<file path="src/bridge_reset_pkg.sv">
// constants shared by the bridge reset and hot-plug control block
package bridge_reset_pkg;

  // ---------------------------------------------------------------
  // clock and timing
  // ---------------------------------------------------------------
  localparam int MCLK_NS       = 50;     // 20 MHz core clock period
  localparam int AUX_POR_NS    = 1000;   // aux power-on reset stretch
  localparam int AUX_POR_CYC   = (AUX_POR_NS + MCLK_NS - 1) / MCLK_NS;
  localparam int PCI_CLK_MAX_MHZ = 66;   // highest bus clock accepted

  // ---------------------------------------------------------------
  // link ordered-set figures, counted in symbol times
  // ---------------------------------------------------------------
  localparam int TS1_RESET_COUNT = 1024;
  localparam int SKP_MIN_SYM     = 1180;
  localparam int SKP_MAX_SYM     = 1538;
  localparam int HOT_TS_COUNT    = 2;
  localparam int TS_CNT_W        = 11;

  // ---------------------------------------------------------------
  // ordered-set type codes on the rx and tx strobes
  // ---------------------------------------------------------------
  localparam logic [1:0] OS_TS1  = 2'h0;
  localparam logic [1:0] OS_TS2  = 2'h1;
  localparam logic [1:0] OS_SKP  = 2'h2;
  localparam logic [1:0] OS_EIOS = 2'h3;

  // ---------------------------------------------------------------
  // state types
  // ---------------------------------------------------------------
  typedef enum logic [1:0] {TX_OFF, TX_TS1, TX_EIOS, TX_EIDLE} tx_state_e;
  typedef enum logic {PCI_IDLE, PCI_ACTIVE} pci_state_e;

endpackage

</file>
<file path="src/sync2.sv">
// two flip-flop synchroniser for pin-level inputs
`timescale 1ns/1ps
module sync2 #(
  parameter int WIDTH = 1
) (
  // clock and reset
  input  wire logic             mclk,
  input  wire logic             nrst,
  // data
  input  wire logic [WIDTH-1:0] d,
  output logic      [WIDTH-1:0] q
);

  logic [WIDTH-1:0] meta;

  // first stage feeds only the second
  always_ff @(posedge mclk or negedge nrst) begin
    if (!nrst) begin
      meta <= '0;
      q    <= '0;
    end else begin
      meta <= d;
      q    <= meta;
    end
  end

endmodule // sync2

</file>
<file path="src/bridge_reset_hotplug_control.sv">
// reset propagation, link reset training and hot-plug control of the bridge
`timescale 1ns/1ps
module bridge_reset_hotplug_control
  import bridge_reset_pkg::*;
#(
  parameter int HP_EVENTS = 4,
  parameter int SKP_SCHED = SKP_MIN_SYM
) (
  // clock and reset
  input  wire logic                 mclk,
  input  wire logic                 nrst,
  // straps and supplies
  input  wire logic                 reverse_mode_select,
  input  wire logic                 add_in_card,
  input  wire logic                 aux_core_supply,
  // link fundamental reset pin
  input  wire logic                 link_fundamental_reset_n_in,
  output logic                      link_fundamental_reset_n_out,
  output logic                      link_fundamental_reset_n_oe,
  // pci bus reset pin
  input  wire logic                 pci_reset_n_in,
  output logic                      pci_reset_n_out,
  output logic                      pci_reset_n_oe,
  // internal reset outputs
  output logic                      core_reset_n,
  output logic                      soft_reset_n,
  output logic                      pcie_func_reset_n,
  output logic                      aux_reset_n,
  // link receive side
  input  wire logic                 link_clk,
  input  wire logic                 link_down_state,
  input  wire logic                 rx_os_valid,
  input  wire logic [1:0]           rx_os_type,
  input  wire logic                 rx_os_reset,
  output logic                      rx_skip_seen,
  output logic                      hot_reset,
  // link transmit side
  output logic                      tx_os_valid,
  output logic [1:0]                tx_os_type,
  output logic                      tx_os_reset,
  output logic                      tx_elec_idle,
  // hot plug
  input  wire logic [HP_EVENTS-1:0] card_event,
  output logic                      hp_pci_side,
  output logic                      hp_pcie_side,
  output logic                      hp_msg_valid,
  output logic [$clog2(HP_EVENTS)-1:0] hp_msg_index,
  // pci bus interface
  input  wire logic                 pci_frame_n,
  input  wire logic                 pci_trdy_n,
  input  wire logic                 addr_hit,
  input  wire logic                 irq_req,
  output logic                      pci_busy,
  output logic                      pci_out_oe,
  output logic                      pci_resp_take,
  output logic                      pci_interrupt_a_n_out,
  output logic                      pci_interrupt_a_n_oe
);

  localparam int SW = 8 + HP_EVENTS;
  localparam int HW = $clog2(HP_EVENTS);

  // ---------------------------------------------------------------
  // pin synchronisers
  // ---------------------------------------------------------------
  logic [SW-1:0]        pin_s;
  logic                 rev_s;
  logic                 add_in_s;
  logic                 aux_s;
  logic                 perst_s;
  logic                 pci_rst_s;
  logic                 lclk_s;
  logic                 frame_s;
  logic                 trdy_s;
  logic [HP_EVENTS-1:0] card_s;

  sync2 #(.WIDTH(SW)) u_sync (
    .mclk (mclk),
    .nrst (nrst),
    .d    ({card_event, add_in_card, pci_trdy_n, pci_frame_n, link_clk, pci_reset_n_in,
            link_fundamental_reset_n_in, aux_core_supply, reverse_mode_select}),
    .q    (pin_s)
  );

  // split synchronised pins; add-in strap sits just below the card bits
  assign rev_s     = pin_s[0];
  assign aux_s     = pin_s[1];
  assign perst_s   = pin_s[2];
  assign pci_rst_s = pin_s[3];
  assign lclk_s    = pin_s[4];
  assign frame_s   = pin_s[5];
  assign trdy_s    = pin_s[6];
  assign add_in_s  = pin_s[7];
  assign card_s    = pin_s[SW-1:8];

  // ---------------------------------------------------------------
  // reset selection and propagation
  // ---------------------------------------------------------------
  logic fwd;
  logic sel_rst;
  logic pcie_side_reset;
  logic pci_bus_rst;
  logic next_pci_rst_drive;

  // internal reset source picked by bridge direction
  assign fwd             = !rev_s;
  assign sel_rst         = rev_s ? pci_rst_s : perst_s;
  // any link-side reset in forward mode
  assign pcie_side_reset = !perst_s || hot_reset || link_down_state;
  assign next_pci_rst_drive = fwd && pcie_side_reset;
  assign pci_bus_rst     = fwd ? !pci_reset_n_out : !pci_rst_s;

  // reset pins: each is driven only in the mode that owns it
  assign pci_reset_n_oe              = fwd;
  assign link_fundamental_reset_n_oe = rev_s;

  // functions follow whichever side owns the link reset
  assign pcie_func_reset_n = fwd ? perst_s : link_fundamental_reset_n_out;

  // registered reset outputs
  always_ff @(posedge mclk or negedge nrst) begin
    if (!nrst) begin
      core_reset_n                 <= 1'b0;
      soft_reset_n                 <= 1'b0;
      pci_reset_n_out              <= 1'b0;
      link_fundamental_reset_n_out <= 1'b0;
    end else begin
      core_reset_n    <= sel_rst;
      soft_reset_n    <= sel_rst && !link_down_state && !hot_reset;
      pci_reset_n_out <= !next_pci_rst_drive;
      link_fundamental_reset_n_out <= !(rev_s && !pci_rst_s);
    end
  end

  // ---------------------------------------------------------------
  // aux power-on reset
  // ---------------------------------------------------------------
  logic [5:0] por_cnt;
  logic       por_done;

  assign por_done = (por_cnt == 6'(AUX_POR_CYC));

  // stretch aux reset after the aux core supply is seen
  always_ff @(posedge mclk or negedge nrst) begin
    if (!nrst) begin
      por_cnt     <= '0;
      aux_reset_n <= 1'b0;
    end else if (!aux_s) begin
      por_cnt     <= '0;
      aux_reset_n <= 1'b0;
    end else begin
      por_cnt     <= por_done ? por_cnt : por_cnt + 6'h01;
      aux_reset_n <= por_done;
    end
  end

  // ---------------------------------------------------------------
  // receive side: hot reset detect and skp acceptance
  // ---------------------------------------------------------------
  logic       rx_is_ts;
  logic       rx_ts_rst;
  logic [1:0] hot_cnt;
  logic       next_hot;

  assign rx_is_ts  = rx_os_valid && (rx_os_type == OS_TS1 || rx_os_type == OS_TS2);
  assign rx_ts_rst = rx_is_ts && rx_os_reset;
  assign next_hot  = rx_ts_rst && (hot_cnt == 2'(HOT_TS_COUNT - 1));

  // count consecutive reset-bit training sets; skp does not break a run
  always_ff @(posedge mclk or negedge nrst) begin
    if (!nrst) begin
      hot_cnt      <= '0;
      hot_reset    <= 1'b0;
      rx_skip_seen <= 1'b0;
    end else begin
      rx_skip_seen <= rx_os_valid && rx_os_type == OS_SKP;
      if (rev_s || link_down_state) begin
        hot_cnt   <= '0;
        hot_reset <= 1'b0;
      end else if (rx_ts_rst) begin
        hot_cnt   <= next_hot ? hot_cnt : hot_cnt + 2'h1;
        hot_reset <= hot_reset || next_hot;
      end else if (rx_is_ts || (rx_os_valid && rx_os_type == OS_EIOS)) begin
        hot_cnt   <= '0;
        hot_reset <= 1'b0;
      end
    end
  end

  // ---------------------------------------------------------------
  // transmit side: reset training burst in reverse mode
  // ---------------------------------------------------------------
  tx_state_e             tx_state;
  tx_state_e             next_tx_state;
  logic                  lclk_d;
  logic                  sym_tick;
  logic [TS_CNT_W-1:0]   ts_cnt;
  logic [TS_CNT_W-1:0]   skp_cnt;
  logic                  skp_due;
  logic                  ts_last;

  // one symbol slot per rising edge of the sampled link clock
  assign sym_tick = lclk_s && !lclk_d;
  assign skp_due  = (skp_cnt >= TS_CNT_W'(SKP_SCHED));
  assign ts_last  = (ts_cnt == TS_CNT_W'(TS1_RESET_COUNT - 1));

  // burst sequencing
  always_comb begin
    next_tx_state = tx_state;
    unique case (tx_state)
      TX_OFF: begin
        if (rev_s && !pci_rst_s) next_tx_state = TX_TS1;
      end
      TX_TS1: begin
        if (sym_tick && !skp_due && ts_last) next_tx_state = TX_EIOS;
      end
      TX_EIOS: begin
        if (sym_tick) next_tx_state = TX_EIDLE;
      end
      TX_EIDLE: begin
        if (pci_rst_s || !rev_s) next_tx_state = TX_OFF;
      end
    endcase
  end

  assign tx_elec_idle = (tx_state == TX_EIDLE);

  // ordered-set strobes and counters
  always_ff @(posedge mclk or negedge nrst) begin
    if (!nrst) begin
      tx_state    <= TX_OFF;
      lclk_d      <= 1'b0;
      ts_cnt      <= '0;
      skp_cnt     <= '0;
      tx_os_valid <= 1'b0;
      tx_os_type  <= OS_TS1;
      tx_os_reset <= 1'b0;
    end else begin
      lclk_d      <= lclk_s;
      tx_state    <= next_tx_state;
      tx_os_valid <= 1'b0;
      if (tx_state == TX_TS1 && sym_tick) begin
        tx_os_valid <= 1'b1;
        if (skp_due) begin
          tx_os_type  <= OS_SKP;
          tx_os_reset <= 1'b0;
          skp_cnt     <= '0;
        end else begin
          tx_os_type  <= OS_TS1;
          tx_os_reset <= 1'b1;
          ts_cnt      <= ts_cnt + TS_CNT_W'(1);
          skp_cnt     <= skp_cnt + TS_CNT_W'(1);
        end
      end else if (tx_state == TX_EIOS && sym_tick) begin
        tx_os_valid <= 1'b1;
        tx_os_type  <= OS_EIOS;
        tx_os_reset <= 1'b0;
      end else if (tx_state == TX_OFF) begin
        ts_cnt  <= '0;
        skp_cnt <= '0;
      end
    end
  end

  // ---------------------------------------------------------------
  // hot plug side select and card messages
  // ---------------------------------------------------------------
  logic [HP_EVENTS-1:0] card_d;
  logic [HP_EVENTS-1:0] card_chg;

  // lowest changed card condition wins
  function automatic logic [HW-1:0] first_set(input logic [HP_EVENTS-1:0] v);
    first_set = '0;
    for (int i = HP_EVENTS - 1; i >= 0; i--) begin
      if (v[i]) first_set = HW'(i);
    end
  endfunction

  assign hp_pci_side  = !rev_s;
  assign hp_pcie_side = rev_s;
  assign card_chg     = card_s ^ card_d;

  // one message per cycle of card condition change, for the lowest changed one, on an add-in card in forward mode
  always_ff @(posedge mclk or negedge nrst) begin
    if (!nrst) begin
      card_d       <= '0;
      hp_msg_valid <= 1'b0;
      hp_msg_index <= '0;
    end else begin
      card_d       <= card_s;
      hp_msg_valid <= fwd && add_in_s && |card_chg;
      hp_msg_index <= first_set(card_chg);
    end
  end

  // ---------------------------------------------------------------
  // pci bus interface idle control, bus clocks up to 66 MHz
  // ---------------------------------------------------------------
  pci_state_e pci_state;
  pci_state_e next_pci_state;
  logic       claim;

  // only an address phase that decodes here leaves idle
  assign claim = !pci_bus_rst && !frame_s && addr_hit;

  always_comb begin
    next_pci_state = pci_state;
    unique case (pci_state)
      PCI_IDLE: begin
        if (claim && !link_down_state) next_pci_state = PCI_ACTIVE;
      end
      PCI_ACTIVE: begin
        if (frame_s && trdy_s) next_pci_state = PCI_IDLE;
      end
    endcase
    // reset and link loss force idle, dropping the transaction
    if (pci_bus_rst || link_down_state) next_pci_state = PCI_IDLE;
  end

  always_ff @(posedge mclk or negedge nrst) begin
    if (!nrst) begin
      pci_state <= PCI_IDLE;
    end else begin
      pci_state <= next_pci_state;
    end
  end

  // bus drivers released during reset, responses ignored while idle
  assign pci_busy              = (pci_state == PCI_ACTIVE);
  assign pci_out_oe            = pci_busy && !pci_bus_rst;
  assign pci_resp_take         = pci_busy && !trdy_s;
  assign pci_interrupt_a_n_out = 1'b0;
  assign pci_interrupt_a_n_oe  = irq_req && !pci_bus_rst;
endmodule // bridge_reset_hotplug_control

</file>
<file path="config.mk">
export PLATFORM = sky130hd
export DESIGN_NAME = bridge_reset_hotplug_control
export DESIGN_NICKNAME = d
export VERILOG_FILES = /design/src/bridge_reset_pkg.sv /design/src/sync2.sv /design/src/bridge_reset_hotplug_control.sv
export SDC_FILE = /design/constraint.sdc
export NUM_CORES = 1
export LEC_CHECK = 0
export ABC_AREA = 1
export BUFFER_PORTS_ARGS = -buffer_cell sky130_fd_sc_hd__buf_2
export CAP_MARGIN = 0
export CORE_MARGIN = 4
export CORE_UTILIZATION = 50
export DETAILED_ROUTE_END_ITERATION = 8
export PLACE_DENSITY = 0.77
export SLEW_MARGIN = 10
export SYNTH_ARGS = -nofsm -noshare
export SYNTH_HDL_FRONTEND = slang
export SYNTH_SLANG_ARGS = --single-unit
export TNS_END_PERCENT = 100
</file>
<file path="constraint.sdc">
create_clock -name mclk -period 1.26 [get_ports mclk]
set_input_delay 0.126 -clock mclk [delete_from_list [all_inputs] [get_ports mclk]]
set_output_delay 0.126 -clock mclk [all_outputs]
set_load 0.01 [all_outputs]
</file>
==> results by group <==
Finish
  • Register Area: 1900 sq um
  • Final net count: 496
  • Final design utilization: 79.5%
  • Footprint of the multi-input gates: 1540 sq um
  • Share of cells above drive strength 1: 49.8%
  • Fin area: 5020 sq um
  • Area Overhead vs Synth: 55.2%
  • Number of diodes: 0
  • Fillers: 347

Power and ir drop
  • Flop pwr share: 38.9%
  • Int Pwr: 4.77 mW
  • Combinational share of power: 33.4%
  • Leak: 2.36 nW
  • Net Sw Power: 2.53 mW
  • Worst vdd ir: 1180 uV
  • Clock Power Share: 27.7%
  • Sw frac: 34.7%
  • Cell area power density: 1450 nW/um^2

Detailed routing
  • Avg WL per Cell: 17.0 microns
  • Detailed Route WL: 9290 microns
  • Vias per std cell: 5.27
  • DRC: 0
  • DR vias: 2,881
  • 1st-iter DRT viols: 94
  • Final ANT Viol Nets: 0
  • First-pass DRT Iterations: 4

Critical path
  • Worst path cell trace: ha_2 -> nand2_2 -> nor2_4 -> nand2_2 -> nor2_1 -> nand4_1 -> nand2_2 -> nand2_2 -> nand2_2 -> nand2_1
  • Most common cell on crit path: nand2_2
  • Crit path capture type: flip-flop
  • CP Launch Type: flip-flop
  • Largest stage delay, worst path: 0.38 ns
  • Critical setup path kind: flip-flop to flip-flop
  • R2R cell count: 10
  • Critical Path RT: 1.51 ns
  • CP max stage cell: dfrtp_1
  • WP data arrival: 1.82 ns
  • CP Max Fanout: 3

Yosys
  • Register area share after synthesis: 58.8%
  • Synthesis-stage register bit count: 76
  • Yosys Warn Count: 0
  • Cells after synthesis: 324
  • Yosys top cell area share: 58.8%
  • Post-synth ARST share: 100%
  • Syn Nets: 355
  • Cell taking the most area after synthesis: dfrtp_1
  • Syn avg cell area: 9.99 sq um
  • Mapped cell area: 3240 sq um
  • Largest cells by area after synthesis: dfrtp_1, nand2_1, nand3_1, inv_1, o21ai_0
  • Post-synth EDFFs: 0
  • Ys flop type: dfrtp_1
  • Unique masters post-synth: 35

Global routing
  • Pin count of the biggest net entering global routing: 77
  • First-pass GRT wire length: 13,400 microns
  • Total Routing Usage GR: 22.5%
  • Final global-route overflow total: 0
  • Number of global-route vias before repair: 2,963
  • Antenna violations before repair: 0

Clock tree
  • Clk buf depth: 2
  • Worst-path clk slew: 0.09 ns
  • CTS tree: yes
  • Num CTS Buffers: 9
  • Worst-Skew Late Latency: 0.37 ns
  • CTS Sinks: 76
  • Htree depth: 3
  • Root Driver: clkbuf_8

Die
  • Core Rows: 29
  • Die Area: 7830 sq um
  • Core Footprint: 6310 sq um
  • DIE WIDTH: 88.5 microns
  • IO Pins: 46
  • Initial Utilization: 51.3%
  • Die height: 88.5 microns

Timing
  • Hold slack: 0.168 ns
  • Setup violations, final: 40
  • Final Skew: 0.0137 ns
  • Final Hold Viols: 0
  • Setup TNS: -5.23 ns
  • Post-route setup slack: -0.309 ns
  • RSZ-0062 raised after global routing: true
  • Period Utilization, post-route: 125%
  • Slew Limit Fails: 0
  • FMAX: 637 MHz
  • Period minus WS final: 1.57 ns

Flow run
  • Max cap viols: 0

Place
  • Dpl hpwl: 4760 microns
  • Area post-placement: 3960 sq um
  • Final Wtd Congestion: 0.845
  • Port Buffers: 44
  • Place WS: -0.215 ns

Hold path
  • Worst Hold Class: input pin to flip-flop
  • Hold Crit Depth: 5

Status
  • Run status: finished with violations
  • Failing checks: setup timing
metrics by stage:
| step | total power, mW | std cells |
|---|---|---|
| after detailed placement | 4.23 | 491 |
| final | 7.30 | 547 |
| after floorplan | 3.54 | 324 |
| after global placement | 4.16 | 491 |
| after global routing | 7.63 | 547 |
| after CTS | 6.58 | 536 |
timing repair:
| item | CTS | global route |
|---|---|---|
| pin swaps | 13 | 23 |
| endpoints found under the setup margin | 36 | 45 |
| setup buffers | 13 | 11 |
| gates cloned | 2 | 2 |
| hold endpoints to repair | 90 | 0 |
| hold buffers | 16 | 0 |
| resized for setup | 81 | 67 |
worst max-delay path, delay by kind of cell, from the launching register on:
kind / cells / cell delay (ns)
adders and majority gates: 1 / 0.20
DFF: 1 / 0.38
and+or+nand+nor: 9 / 0.88
routing by layer:
layer / routed length, microns / track usage, %
met5: 0 / 0
met4: 375 / 8.38
met3: 405 / 5.59
met2: 5080 / 42.0
met1: 3430 / 24.4
path summary, 6_finish.rpt:
kind,start,slack (ns),endpoint
setup / recovery,ts_cnt[1],-0.31,tx_state[0]
hold / removal,addr_hit,0.17,pci_busy
setup reg to reg,ts_cnt[1],-0.31,tx_state[0]
hold reg to reg,u_sync.meta[4],0.35,u_sync.q[4]
max in group asynchronous,nrst,0.62,tx_state[0]
min in group asynchronous,nrst,0.31,u_sync.q[11]
power groups by stage:
| stage | logic, mW | clock network [mW] | registers, mW |
|---|---|---|---|
| 4_1_cts | 1.74 | 2.03 | 2.81 |
| 6_report | 2.44 | 2.02 | 2.84 |
| 2_1_floorplan | 0.690 | 0 | 2.85 |
| 3_3_place_gp | 1.34 | 0 | 2.81 |
| 3_5_place_dp | 1.39 | 0 | 2.84 |
| 5_1_grt | 2.62 | 2.15 | 2.86 |
area by class of cell:
type                            instances  area share, %
Sequential cell                        76           37.9
Timing Repair Buffer                  138           22.2
Clock inverter                          7           1.74
Multi-Input combinational cell        201           30.6
Clock buffer                            9           2.47
Inverter                               39           3.11
Tap cell                               77           1.92
state kept, by name, summed over array words and instances, names as in the netlist, 2 cells and up:
| signal | cells |
|---|---|
| tx_state | 2 |
| u_sync.q | 12 |
| por_cnt | 6 |
| hot_cnt | 2 |
| skp_cnt | 11 |
| ts_cnt | 11 |
| card_d | 4 |
| hp_msg_index | 2 |
| u_sync.meta | 12 |
| tx_os_type | 2 |
synthesized netlist by cell type (4+ instances only):
| library cell | instances |
|---|---|
| dfrtp_1 | 76 |
| nand3_1 | 28 |
| o21ai_0 | 27 |
| nor2_1 | 34 |
| xnor2_1 | 7 |
| ha_1 | 10 |
| inv_1 | 36 |
| nor3_1 | 6 |
| nand2_1 | 44 |
| o22ai_1 | 4 |
| xor2_1 | 10 |
kinds of logic after synthesis:
| logic type | after synthesis | share of synthesized area [%] |
|---|---|---|
| buffers and inverters | 47 | 6.46 |
| AND/OR/NAND/NOR | 127 | 17.9 |
| adder cells (fa/ha/maj) | 10 | 3.87 |
| other | 1 | 0.116 |
| flip-flops | 76 | 58.8 |
| XOR/XNOR | 17 | 4.60 |
| AO/OA/AOI/OAI | 46 | 8.27 |
cell usage in the layout (no fill, tap or decap), drive strengths merged:
cell type / count
nand4: 3
ha: 10
or2: 2
clkbuf: 10
buf: 121
inv: 45
conb: 1
nand2: 45
o21bai: 1
dfrtp: 76
o22ai: 5
nand3: 29
dlygate4sd3: 16
nor2: 39
bufinv: 1
nor3: 7
a21oi: 3
xor2: 10
nand3b: 1
and3: 1
o21ai: 30
o31ai: 2
o22a: 1
a211oi: 1
a31oi: 1
a21boi: 2
xnor2: 7
No activity file was read; power rests on OpenSTA's default activity.
